`src/verilog/nco_pkg.sv`:
```
// package: register map, field layout, reset values and bus carrier of the oscillator
//**********************************************************************
// What this block does
// - oscillator runs only while enable bit is set; clearing it holds the accumulator and resets the output logic
// - read-only status bit shows present output level
// - polarity bit inverts the output as the final stage
// - mode bit one selects pulse mode, zero selects toggle mode
// - pulse width is two to the field value input clock periods
// - pulse width field matters only in pulse mode
// - clock select field picks system, fast oscillator or logic cell outputs
// - accumulator is three bytes; upper byte top four bits read zero
// - accumulator runs in input clock time; no atomic multi-byte read
// - increment is upper, high and low bytes concatenated
// - increment buffer loads on next falling input edge after low byte write; while stopped it loads at once
// - unimplemented control and clock-select bits ignore writes, read zero
// - every register resets to zero except increment low bit zero
// - each rising input edge adds buffered increment; carry out is overflow
// - toggle mode flips the output on every overflow
// - pulse mode goes active on the rising edge after overflow
// - every overflow sets a sticky flag that software clears
//**********************************************************************
package nco_pkg;

  //**********************************************************************
  // register map
  //**********************************************************************
  localparam int ADDR_W = 4;
  localparam logic [ADDR_W-1:0] OFF_CTRL = 4'h0;
  localparam logic [ADDR_W-1:0] OFF_CLKSEL = 4'h1;
  localparam logic [ADDR_W-1:0] OFF_ACC_LO = 4'h2;
  localparam logic [ADDR_W-1:0] OFF_ACC_HI = 4'h3;
  localparam logic [ADDR_W-1:0] OFF_ACC_UP = 4'h4;
  localparam logic [ADDR_W-1:0] OFF_INC_LO = 4'h5;
  localparam logic [ADDR_W-1:0] OFF_INC_HI = 4'h6;
  localparam logic [ADDR_W-1:0] OFF_INC_UP = 4'h7;
  localparam logic [ADDR_W-1:0] OFF_FLAG = 4'h8;

  //**********************************************************************
  // field positions and masks
  //**********************************************************************
  localparam int CTRL_EN = 7;
  localparam int CTRL_OUT = 5;
  localparam int CTRL_POL = 4;
  localparam int CTRL_PFM = 0;
  localparam logic [7:0] CTRL_WMASK = 8'h91;
  localparam logic [7:0] CLKSEL_WMASK = 8'hE7;
  localparam logic [7:0] UP_MASK = 8'h0F;
  localparam int PWS_LSB = 5;
  localparam int CKS_LSB = 0;
  localparam int FLAG_BIT = 0;

  //**********************************************************************
  // widths, reset values and clock sources
  //**********************************************************************
  localparam int ACC_W = 20;
  localparam logic [ACC_W-1:0] ACC_RST = 20'h00000;
  localparam logic [7:0] BYTE_RST = 8'h00;
  localparam logic [7:0] INC_LO_RST = 8'h01;
  localparam logic [ACC_W-1:0] INCREMENT_BUFFER_RST = 20'h00001;
  localparam logic [7:0] PW_ONE = 8'h01;

  typedef enum logic [2:0] {
    NCO_CK_SYS = 3'b000,
    NCO_CK_FAST = 3'b001,
    NCO_CK_LC1 = 3'b010,
    NCO_CK_LC2 = 3'b011,
    NCO_CK_LC3 = 3'b100,
    NCO_CK_LC4 = 3'b101,
    NCO_CK_RSV6 = 3'b110,
    NCO_CK_RSV7 = 3'b111
  } nco_cksel_t;

  typedef struct packed {
    logic [ADDR_W-1:0] addr;
    logic [7:0] wdata;
    logic wr;
    logic rd;
  } nco_bus_req_t;

endpackage

```
`src/verilog/nco_core.sv`:
```
// module: numerically controlled oscillator with byte register port
`timescale 1ns/1ps
module nco_core (
  input wire logic clk,
  input wire logic rst_n,
  input wire nco_pkg::nco_bus_req_t bus_req,
  output logic [7:0] rdata,
  input wire logic internal_fast_oscillator,
  input wire logic logic_cell_one_output,
  input wire logic logic_cell_two_output,
  input wire logic logic_cell_three_output,
  input wire logic logic_cell_four_output,
  output logic osc_out,
  output logic overflow_irq_flag
);

  //**********************************************************************
  // registers
  //**********************************************************************
  logic osc_enable_r, output_invert_r, pulse_frequency_select_r;
  logic [2:0] pulse_width_select_r;
  logic [2:0] input_clock_select_r;
  logic [nco_pkg::ACC_W-1:0] phase_accumulator_r;
  logic [7:0] inc_lo_r, inc_hi_r, inc_up_r;
  logic [nco_pkg::ACC_W-1:0] increment_buffer_r;
  logic load_pending_r;
  logic raw_r;
  logic [7:0] pulse_cnt_r;
  logic flag_r;
  logic src_prev_r;
  logic [7:0] rdata_r;
  logic out_r;

  logic wr_ctrl, wr_clk, wr_alo, wr_ahi, wr_aup, wr_ilo, wr_ihi, wr_iup, wr_flag;
  logic src_now, rise_tick, fall_tick;
  logic [nco_pkg::ACC_W:0] sum;
  logic accumulator_carry;
  logic [nco_pkg::ACC_W-1:0] increment_value;
  logic acc_wr;
  logic [7:0] pw_last;
  logic flag_clr;

  assign wr_ctrl = bus_req.wr && bus_req.addr == nco_pkg::OFF_CTRL;
  assign wr_clk = bus_req.wr && bus_req.addr == nco_pkg::OFF_CLKSEL;
  assign wr_alo = bus_req.wr && bus_req.addr == nco_pkg::OFF_ACC_LO;
  assign wr_ahi = bus_req.wr && bus_req.addr == nco_pkg::OFF_ACC_HI;
  assign wr_aup = bus_req.wr && bus_req.addr == nco_pkg::OFF_ACC_UP;
  assign wr_ilo = bus_req.wr && bus_req.addr == nco_pkg::OFF_INC_LO;
  assign wr_ihi = bus_req.wr && bus_req.addr == nco_pkg::OFF_INC_HI;
  assign wr_iup = bus_req.wr && bus_req.addr == nco_pkg::OFF_INC_UP;
  assign wr_flag = bus_req.wr && bus_req.addr == nco_pkg::OFF_FLAG;
  assign acc_wr = wr_alo || wr_ahi || wr_aup;
  assign flag_clr = wr_flag && !bus_req.wdata[nco_pkg::FLAG_BIT];

  //**********************************************************************
  // input clock selection and edge ticks
  //**********************************************************************
  always_comb begin
    unique case (nco_pkg::nco_cksel_t'(input_clock_select_r))
      nco_pkg::NCO_CK_SYS: src_now = 1'b0;
      nco_pkg::NCO_CK_FAST: src_now = internal_fast_oscillator;
      nco_pkg::NCO_CK_LC1: src_now = logic_cell_one_output;
      nco_pkg::NCO_CK_LC2: src_now = logic_cell_two_output;
      nco_pkg::NCO_CK_LC3: src_now = logic_cell_three_output;
      nco_pkg::NCO_CK_LC4: src_now = logic_cell_four_output;
      default: src_now = 1'b0;
    endcase
  end

  // system clock source ticks every cycle; reserved codes never give a rising tick
  always_comb begin
    rise_tick = src_now && !src_prev_r;
    fall_tick = !src_now && src_prev_r;
    if (input_clock_select_r == nco_pkg::NCO_CK_SYS) begin
      rise_tick = 1'b1;
      fall_tick = 1'b1;
    end
  end

  always_ff @(posedge clk or negedge rst_n) begin
    if (!rst_n) begin
      src_prev_r <= 1'b0;
    end else begin
      src_prev_r <= src_now;
    end
  end

  //**********************************************************************
  // adder and overflow
  //**********************************************************************
  assign sum = {1'b0, phase_accumulator_r} + {1'b0, increment_buffer_r};
  assign accumulator_carry = osc_enable_r && rise_tick && sum[nco_pkg::ACC_W];
  assign increment_value = {inc_up_r[3:0], inc_hi_r, inc_lo_r};
  assign pw_last = 8'((9'(nco_pkg::PW_ONE) << pulse_width_select_r) - 9'h001);

  //**********************************************************************
  // control registers
  //**********************************************************************
  always_ff @(posedge clk or negedge rst_n) begin
    if (!rst_n) begin
      osc_enable_r <= 1'b0;
      output_invert_r <= 1'b0;
      pulse_frequency_select_r <= 1'b0;
      pulse_width_select_r <= 3'h0;
      input_clock_select_r <= 3'h0;
    end else begin
      if (wr_ctrl) begin
        osc_enable_r <= bus_req.wdata[nco_pkg::CTRL_EN];
        output_invert_r <= bus_req.wdata[nco_pkg::CTRL_POL];
        pulse_frequency_select_r <= bus_req.wdata[nco_pkg::CTRL_PFM];
      end
      if (wr_clk) begin
        pulse_width_select_r <= bus_req.wdata[nco_pkg::PWS_LSB+:3];
        input_clock_select_r <= bus_req.wdata[nco_pkg::CKS_LSB+:3];
      end
    end
  end

  //**********************************************************************
  // increment bytes and buffer
  //**********************************************************************
  always_ff @(posedge clk or negedge rst_n) begin
    if (!rst_n) begin
      inc_lo_r <= nco_pkg::INC_LO_RST;
      inc_hi_r <= nco_pkg::BYTE_RST;
      inc_up_r <= nco_pkg::BYTE_RST;
    end else begin
      if (wr_ilo) inc_lo_r <= bus_req.wdata;
      if (wr_ihi) inc_hi_r <= bus_req.wdata;
      if (wr_iup) inc_up_r <= bus_req.wdata & nco_pkg::UP_MASK;
    end
  end

  // while stopped the buffer follows a low-byte write at once, there is no input edge to wait for
  always_ff @(posedge clk or negedge rst_n) begin
    if (!rst_n) begin
      increment_buffer_r <= nco_pkg::INCREMENT_BUFFER_RST;
      load_pending_r <= 1'b0;
    end else begin
      if (!osc_enable_r && load_pending_r) begin
        increment_buffer_r <= increment_value;
        load_pending_r <= 1'b0;
      end else if (load_pending_r && fall_tick) begin
        increment_buffer_r <= increment_value;
        load_pending_r <= 1'b0;
      end
      if (wr_ilo) load_pending_r <= 1'b1;
    end
  end

  //**********************************************************************
  // accumulator
  //**********************************************************************
  // a bus write while running races the adder; the bus write wins here
  always_ff @(posedge clk or negedge rst_n) begin
    if (!rst_n) begin
      phase_accumulator_r <= nco_pkg::ACC_RST;
    end else if (acc_wr) begin
      if (wr_alo) phase_accumulator_r[7:0] <= bus_req.wdata;
      if (wr_ahi) phase_accumulator_r[15:8] <= bus_req.wdata;
      if (wr_aup) phase_accumulator_r[19:16] <= bus_req.wdata[3:0];
    end else if (osc_enable_r && rise_tick) begin
      phase_accumulator_r <= sum[nco_pkg::ACC_W-1:0];
    end
  end

  //**********************************************************************
  // output shaping
  //**********************************************************************
  always_ff @(posedge clk or negedge rst_n) begin
    if (!rst_n) begin
      raw_r <= 1'b0;
      pulse_cnt_r <= 8'h00;
    end else if (!osc_enable_r) begin
      raw_r <= 1'b0;
      pulse_cnt_r <= 8'h00;
    end else if (!pulse_frequency_select_r) begin
      if (accumulator_carry) raw_r <= !raw_r;
    end else if (accumulator_carry) begin
      raw_r <= 1'b1;
      pulse_cnt_r <= pw_last;
    end else if (rise_tick && raw_r) begin
      if (pulse_cnt_r == 8'h00) raw_r <= 1'b0;
      else pulse_cnt_r <= pulse_cnt_r - 8'h01;
    end
  end

  always_ff @(posedge clk or negedge rst_n) begin
    if (!rst_n) begin
      out_r <= 1'b0;
    end else begin
      out_r <= raw_r ^ output_invert_r;
    end
  end
  assign osc_out = out_r;

  //**********************************************************************
  // overflow flag: set wins over a clearing write
  //**********************************************************************
  always_ff @(posedge clk or negedge rst_n) begin
    if (!rst_n) begin
      flag_r <= 1'b0;
    end else if (accumulator_carry) begin
      flag_r <= 1'b1;
    end else if (flag_clr) begin
      flag_r <= 1'b0;
    end
  end
  assign overflow_irq_flag = flag_r;

  //**********************************************************************
  // read port
  //**********************************************************************
  // multi-byte accumulator reads are not latched together, so bytes may tear
  always_ff @(posedge clk or negedge rst_n) begin
    if (!rst_n) begin
      rdata_r <= 8'h00;
    end else if (bus_req.rd) begin
      unique case (bus_req.addr)
        nco_pkg::OFF_CTRL: rdata_r <= {osc_enable_r, 1'b0, out_r, output_invert_r,
                                       3'b000, pulse_frequency_select_r};
        nco_pkg::OFF_CLKSEL: rdata_r <= {pulse_width_select_r, 2'b00, input_clock_select_r};
        nco_pkg::OFF_ACC_LO: rdata_r <= phase_accumulator_r[7:0];
        nco_pkg::OFF_ACC_HI: rdata_r <= phase_accumulator_r[15:8];
        nco_pkg::OFF_ACC_UP: rdata_r <= {4'h0, phase_accumulator_r[19:16]};
        nco_pkg::OFF_INC_LO: rdata_r <= inc_lo_r;
        nco_pkg::OFF_INC_HI: rdata_r <= inc_hi_r;
        nco_pkg::OFF_INC_UP: rdata_r <= inc_up_r;
        nco_pkg::OFF_FLAG: rdata_r <= {7'h00, flag_r};
        default: rdata_r <= 8'h00;
      endcase
    end else begin
      rdata_r <= 8'h00;
    end
  end
  assign rdata = rdata_r;

  //**********************************************************************
  // checks
  //**********************************************************************
  chk_disabled_hold: assert property (@(posedge clk) disable iff (!rst_n)
    !osc_enable_r && !acc_wr |=> $stable(phase_accumulator_r))
    else $error("accumulator moved while disabled");
  chk_status_level: assert property (@(posedge clk) disable iff (!rst_n)
    bus_req.rd && bus_req.addr == nco_pkg::OFF_CTRL |=> rdata[nco_pkg::CTRL_OUT] == $past(out_r))
    else $error("status bit differs from output");
  chk_out_invert: assert property (@(posedge clk) disable iff (!rst_n)
    ##1 osc_out == ($past(raw_r) ^ $past(output_invert_r)))
    else $error("output polarity wrong");
  chk_fdc_toggle: assert property (@(posedge clk) disable iff (!rst_n)
    accumulator_carry && !pulse_frequency_select_r |=> raw_r != $past(raw_r))
    else $error("toggle mode missed overflow");
  chk_pulse_start: assert property (@(posedge clk) disable iff (!rst_n)
    accumulator_carry && pulse_frequency_select_r |=> raw_r ##1 osc_out == !output_invert_r)
    else $error("pulse not started");
  chk_pulse_single: assert property (@(posedge clk) disable iff (!rst_n)
    osc_enable_r && pulse_frequency_select_r && raw_r && pulse_cnt_r == 8'h00 && rise_tick
    && !accumulator_carry |=> !raw_r)
    else $error("pulse too long");
  chk_upper_zero: assert property (@(posedge clk) disable iff (!rst_n)
    bus_req.rd && bus_req.addr == nco_pkg::OFF_ACC_UP |=> rdata[7:4] == 4'h0)
    else $error("upper accumulator bits not zero");
  chk_irq_set: assert property (@(posedge clk) disable iff (!rst_n)
    accumulator_carry |=> overflow_irq_flag ##1 (overflow_irq_flag || $past(flag_clr)))
    else $error("overflow flag not held");
  chk_acc_add: assert property (@(posedge clk) disable iff (!rst_n)
    osc_enable_r && rise_tick && !acc_wr |=> phase_accumulator_r == $past(sum[nco_pkg::ACC_W-1:0]))
    else $error("accumulator sum wrong");
  chk_increment_buffer_load: assert property (@(posedge clk) disable iff (!rst_n)
    !osc_enable_r && wr_ilo && !wr_ctrl ##1 !wr_ctrl |=> increment_buffer_r == $past(increment_value))
    else $error("increment buffer not loaded");
  chk_increment_buffer_run: assert property (@(posedge clk) disable iff (!rst_n)
    osc_enable_r && load_pending_r && fall_tick |=> increment_buffer_r == $past(increment_value))
    else $error("increment buffer missed falling tick");
  chk_increment_buffer_wait: assert property (@(posedge clk) disable iff (!rst_n)
    osc_enable_r && !(load_pending_r && fall_tick) |=> $stable(increment_buffer_r))
    else $error("increment buffer loaded early");
  chk_flag_clear: assert property (@(posedge clk) disable iff (!rst_n)
    flag_clr && !accumulator_carry |=> !overflow_irq_flag)
    else $error("overflow flag not cleared");
  chk_flag_sticky: assert property (@(posedge clk) disable iff (!rst_n)
    overflow_irq_flag && !flag_clr |=> overflow_irq_flag)
    else $error("overflow flag dropped");
  chk_disabled_low: assert property (@(posedge clk) disable iff (!rst_n)
    !osc_enable_r |=> !raw_r)
    else $error("output active while disabled");
  chk_ctrl_zero: assert property (@(posedge clk) disable iff (!rst_n)
    bus_req.rd && bus_req.addr == nco_pkg::OFF_CTRL
    |=> (rdata & ~nco_pkg::CTRL_WMASK & ~(8'h01 << nco_pkg::CTRL_OUT)) == 8'h00)
    else $error("unimplemented control bits not zero");
  chk_clksel_zero: assert property (@(posedge clk) disable iff (!rst_n)
    bus_req.rd && bus_req.addr == nco_pkg::OFF_CLKSEL |=> (rdata & ~nco_pkg::CLKSEL_WMASK) == 8'h00)
    else $error("unimplemented clock select bits not zero");
  chk_fdc_steady: assert property (@(posedge clk) disable iff (!rst_n)
    osc_enable_r && !pulse_frequency_select_r && !accumulator_carry |=> $stable(raw_r))
    else $error("toggle mode output moved without overflow");
  chk_pulse_hold: assert property (@(posedge clk) disable iff (!rst_n)
    osc_enable_r && pulse_frequency_select_r && raw_r && pulse_cnt_r != 8'h00 |=> raw_r)
    else $error("pulse ended early");
  chk_reserved_idle: assert property (@(posedge clk) disable iff (!rst_n)
    input_clock_select_r == nco_pkg::NCO_CK_RSV6 || input_clock_select_r == nco_pkg::NCO_CK_RSV7
    |-> !rise_tick)
    else $error("reserved clock source ticked");

endmodule // nco_core

```
`config.mk`:
```
export PLATFORM = sky130hd
export DESIGN_NAME = nco_core
export DESIGN_NICKNAME = d
export VERILOG_FILES = /design/src/verilog/nco_pkg.sv /design/src/verilog/nco_core.sv
export SDC_FILE = /design/constraint.sdc
export NUM_CORES = 1
export LEC_CHECK = 0
export ABC_CLOCK_PERIOD_IN_PS = 11850
export BUFFER_PORTS_ARGS = -buffer_cell sky130_fd_sc_hd__buf_2
export CORE_ASPECT_RATIO = 0.9
export CORE_MARGIN = 3
export CORE_UTILIZATION = 51
export CTS_BUF_LIST = sky130_fd_sc_hd__clkbuf_8
export DETAILED_ROUTE_END_ITERATION = 6
export HOLD_SLACK_MARGIN = 0.08
export PLACE_DENSITY = 0.67
export SYNTH_ARGS = -nofsm -noshare
export SYNTH_HDL_FRONTEND = slang
export SYNTH_SLANG_ARGS = --single-unit
```
`constraint.sdc`:
```
create_clock -name clk -period 11.85 [get_ports clk]
set_input_delay 0.5925 -clock clk [delete_from_list [all_inputs] [get_ports clk]]
set_output_delay 0.5925 -clock clk [all_outputs]
set_load 0.02 [all_outputs]
```
==> run_results.csv <==
group,metric,value,unit
clocking,clock_sinks,90,
logic_synthesis,synth-seq-cells,90,
logic_synthesis,synthSimpleGateAreaFrac,14.29,%
logic_synthesis,synth_flop_cell,"dfrtp_1",
placed_design,gp_congestion,1.009,
global_route,grtUsageMet3,6.308,%
final_layout,final_area,5851,sq um
power,power_density,248.1,nW/um^2
detailed_routing,detailroute.via_count,4262,
logic_synthesis,synthMuxAreaShare,15.61,%
final_layout,final_common_cell,"dfrtp_1",
final_layout,drive_above_1_share,23.06,%
logic_synthesis,synth_edf_count,0,
logic_synthesis,synth.distinct_cells,68,
sta,drv_slew,0,
placed_design,numPortBuffers,30,
global_route,met1_usage,35.24,%
detailed_routing,totalWireLength,14000,microns
setup_path,cp.arrival,4.40,ns
logic_synthesis,synth_top_cell_area_share,40.69,%
global_route,grt_pass1_vias,4222,
clocking,cts_hold_buffers,0,
logic_synthesis,synth_compound_area_share,17.43,%
setup_path,worstSetupStartpoint,"phase_accumulator_r[0]",
detailed_routing,drt-initial-drc-count,320,
sta,worst_hold_slack,0.1867,ns
global_route,antenna_found_initial,0,
global_route,grt_max_degree,48,
sta,slew_headroom,13.64,%
logic_synthesis,synth_top_family_by_area,"compound AO/OA/AOI/OAI gates",
detailed_routing,post_drt_via_cell_ratio,6.115,
setup_path,crit_path_max_fanout,11,
final_layout,area_growth,8.116,%
setup_path,worstPathRequired,12.13,ns
clocking,clkSlewWorstSetupHoldPaths,0.10,ns
global_route,grt_pass1_wl,22890,microns
sta,final.setup_skew,0.01348,ns
floorplanning,rows,35,
power,power.leakage,0.002575,uW
sta,fin_ws,7.727,ns
clocking,cts_tree,"yes",
placed_design,place_area,5642,sq um
logic_synthesis,ys.warnings.count,0,
hold_path,holdCritPathClass,"in -> async",
setup_path,crit_path_start_kind,"register",
sta,final_hold_viol_count,0,
logic_synthesis,synthesis.nets,583,
sta,min_period,4.123,ns
logic_synthesis,netlist_top_cells_area,"dfrtp_1 41%, mux2_2 13%, ha_1 4.9%, nand2_1 4.0%, nor2_1 3.0%",
floorplanning,die_h,103.7,microns
logic_synthesis,yosysTopAreaCell,"dfrtp_1",
placed_design,place_ws,7.760,ns
setup_path,r2r-start,"phase_accumulator_r[0]",
final_layout,final_net_count,606,
logic_synthesis,syn_inst,540,
sta,setup-violations-final,0,
floorplanning,coreArea,10290,sq um
detailed_routing,drt_pass1_iterations,7,
sta,fin_crit_sh,34.79,%
logic_synthesis,synthAdderAreaFrac,5.225,%
detailed_routing,drc,0,
setup_path,crit_type,"reg -> reg",
clocking,clk-insertion-delay-late,0.38,ns
floorplanning,chipWidth,114.6,microns
clocking,cts_setup_buffers,0,
setup_path,end_kind,"register",
sta,setup_tns,0,ns
status,status,"finished clean",
power,peakVddDrop,0.0001478,V
global_route,grtUsageMet2,37.16,%
clocking,clockBufferDepth,2,
sta,max_freq,242.6,MHz
global_route,grt_usage,24.68,%
final_layout,final_cell_mix,"88 x dfrtp_1, 61 x mux2_2, 58 x nand2_1",
clocking,h-tree-depth,3,
detailed_routing,ant_nets,0,
floorplanning,start_util,52.58,%
clocking,ctsResizeCount,0,
logic_synthesis,synthArstFlopShare,100.0,%
placed_design,hpwl,10530,microns
logic_synthesis,seq_area_frac_synth,41.66,%
detailed_routing,wire_per_inst,20.09,microns
logic_synthesis,synth_xor_area_share,2.913,%
logic_synthesis,avgSynthCellArea,10.02,sq um
power,total_power,1452,uW
floorplanning,dieArea,11880,sq um
sta,rsz0062_at_grt,"false",
sta,worst_pin_slew,1.291,ns
final_layout,insertedDiodeCount,0,
global_route,gr-max-usage-layer,"met2",
floorplanning,ios,31,
clocking,cts-root-buf,"clkbuf_8",
run,max_cap_violations,0,
clocking,cts_inserted_buffers,9,
logic_synthesis,synth_area,5411,sq um
global_route,grt_overflow_total,0,
[per-layer routing]
metal | part of all wire [%] | wire length, microns | vias to the layer above
met5 | 0 | 0 | -
met4 | 1.7 | 242 | 0
met3 | 6.6 | 922 | 18
met2 | 46 | 6412 | 125
met1 | 46 | 6424 | 2100
li1 | - | - | 2019
[registers in the layout, indices dropped and copies added, names as in the netlist]
| name | cells |
|---|---|
| inc_hi_r | 8 |
| inc_lo_r | 8 |
| inc_up_r | 4 |
| increment_buffer_r | 20 |
| input_clock_select_r | 3 |
| load_pending_r | 1 |
| osc_enable_r | 1 |
| osc_out | 1 |
| output_invert_r | 1 |
| overflow_irq_flag | 1 |
| phase_accumulator_r | 20 |
| pulse_cnt_r | 8 |
| pulse_frequency_select_r | 1 |
| pulse_width_select_r | 3 |
| raw_r | 1 |
| rdata | 8 |
| src_prev_r | 1 |
[critical path, stage by stage (launching register included)]
cell and delay [ns]:
dfrtp_1 0.41, ha_1 0.23, fa_1 0.44, a211oi_2 0.28, nor4_1 0.10, o21ai_1 0.23, nand4_2 0.19, a21oi_4 0.28
nor2_2 0.17, mux2i_1 0.22, ha_1 0.36, inv_1 0.10, or3_1 0.35, nor3_1 0.22, nor3_1 0.09, a2111oi_2 0.33
[layout make-up]
class / instances / area, sq um
Fill cell: 919 / 4441
Clock inverter: 7 / 85.08
Sequential cell: 90 / 2255
Clock buffer: 9 / 123.9
Multi-Input combinational cell: 416 / 3002
Tap cell: 129 / 161.4
Inverter: 13 / 48.80
Timing Repair Buffer: 33 / 175.2
[path summary, 6_finish.rpt]
check | endpoint | slack [ns] | cells after the start
worst max-delay path | pulse_cnt_r[6] | 7.73 | 15
worst min-delay path | pulse_cnt_r[3] | 0.19 | 1
worst max register to register | pulse_cnt_r[6] | 7.73 | 15
worst min register to register | osc_out | 0.49 | 1
max in group asynchronous | increment_buffer_r[1] | 10.65 | 2
min in group clk | osc_out | 0.49 | 1
[per-stage QoR]
stage / std cells / utilization [%]
5_1_grt: 697 / 56.85
3_5_place_dp: 681 / 54.82
3_3_place_gp: 681 / 54.82
2_1_floorplan: 540 / -
6_report: 697 / 56.85
4_1_cts: 697 / 56.85
[logic make-up after synthesis]
| kind of cell | after synthesis |
|---|---|
| AO/OA/AOI/OAI | 137 |
| adder cells (fa/ha/maj) | 22 |
| flip-flops | 90 |
| multiplexers | 76 |
| buffers and inverters | 34 |
| AND/OR/NAND/NOR | 163 |
| XOR/XNOR | 18 |
[where the power goes]
group          internal [uW]  switching (uW)  leakage, uW
registers                402            93.2      0.00113
clock network            101             122    0.0000999
logic                    333             400      0.00135
[synth_stat cells, drive strengths merged (5+ instances only)]
master / number
dfrtp: 88
mux2: 64
nand2: 59
nor2: 44
a21oi: 35
o21ai: 31
ha: 21
a31oi: 14
inv: 13
nor3: 13
mux2i: 12
xnor2: 12
buf: 11
nor2b: 11
clkbuf: 10
nand3: 10
a21o: 8
o22ai: 7
o211ai: 6
xor2: 6
a22o: 5
and2: 5
o21a: 5
Note: power is estimated with default switching activity, not from simulation.
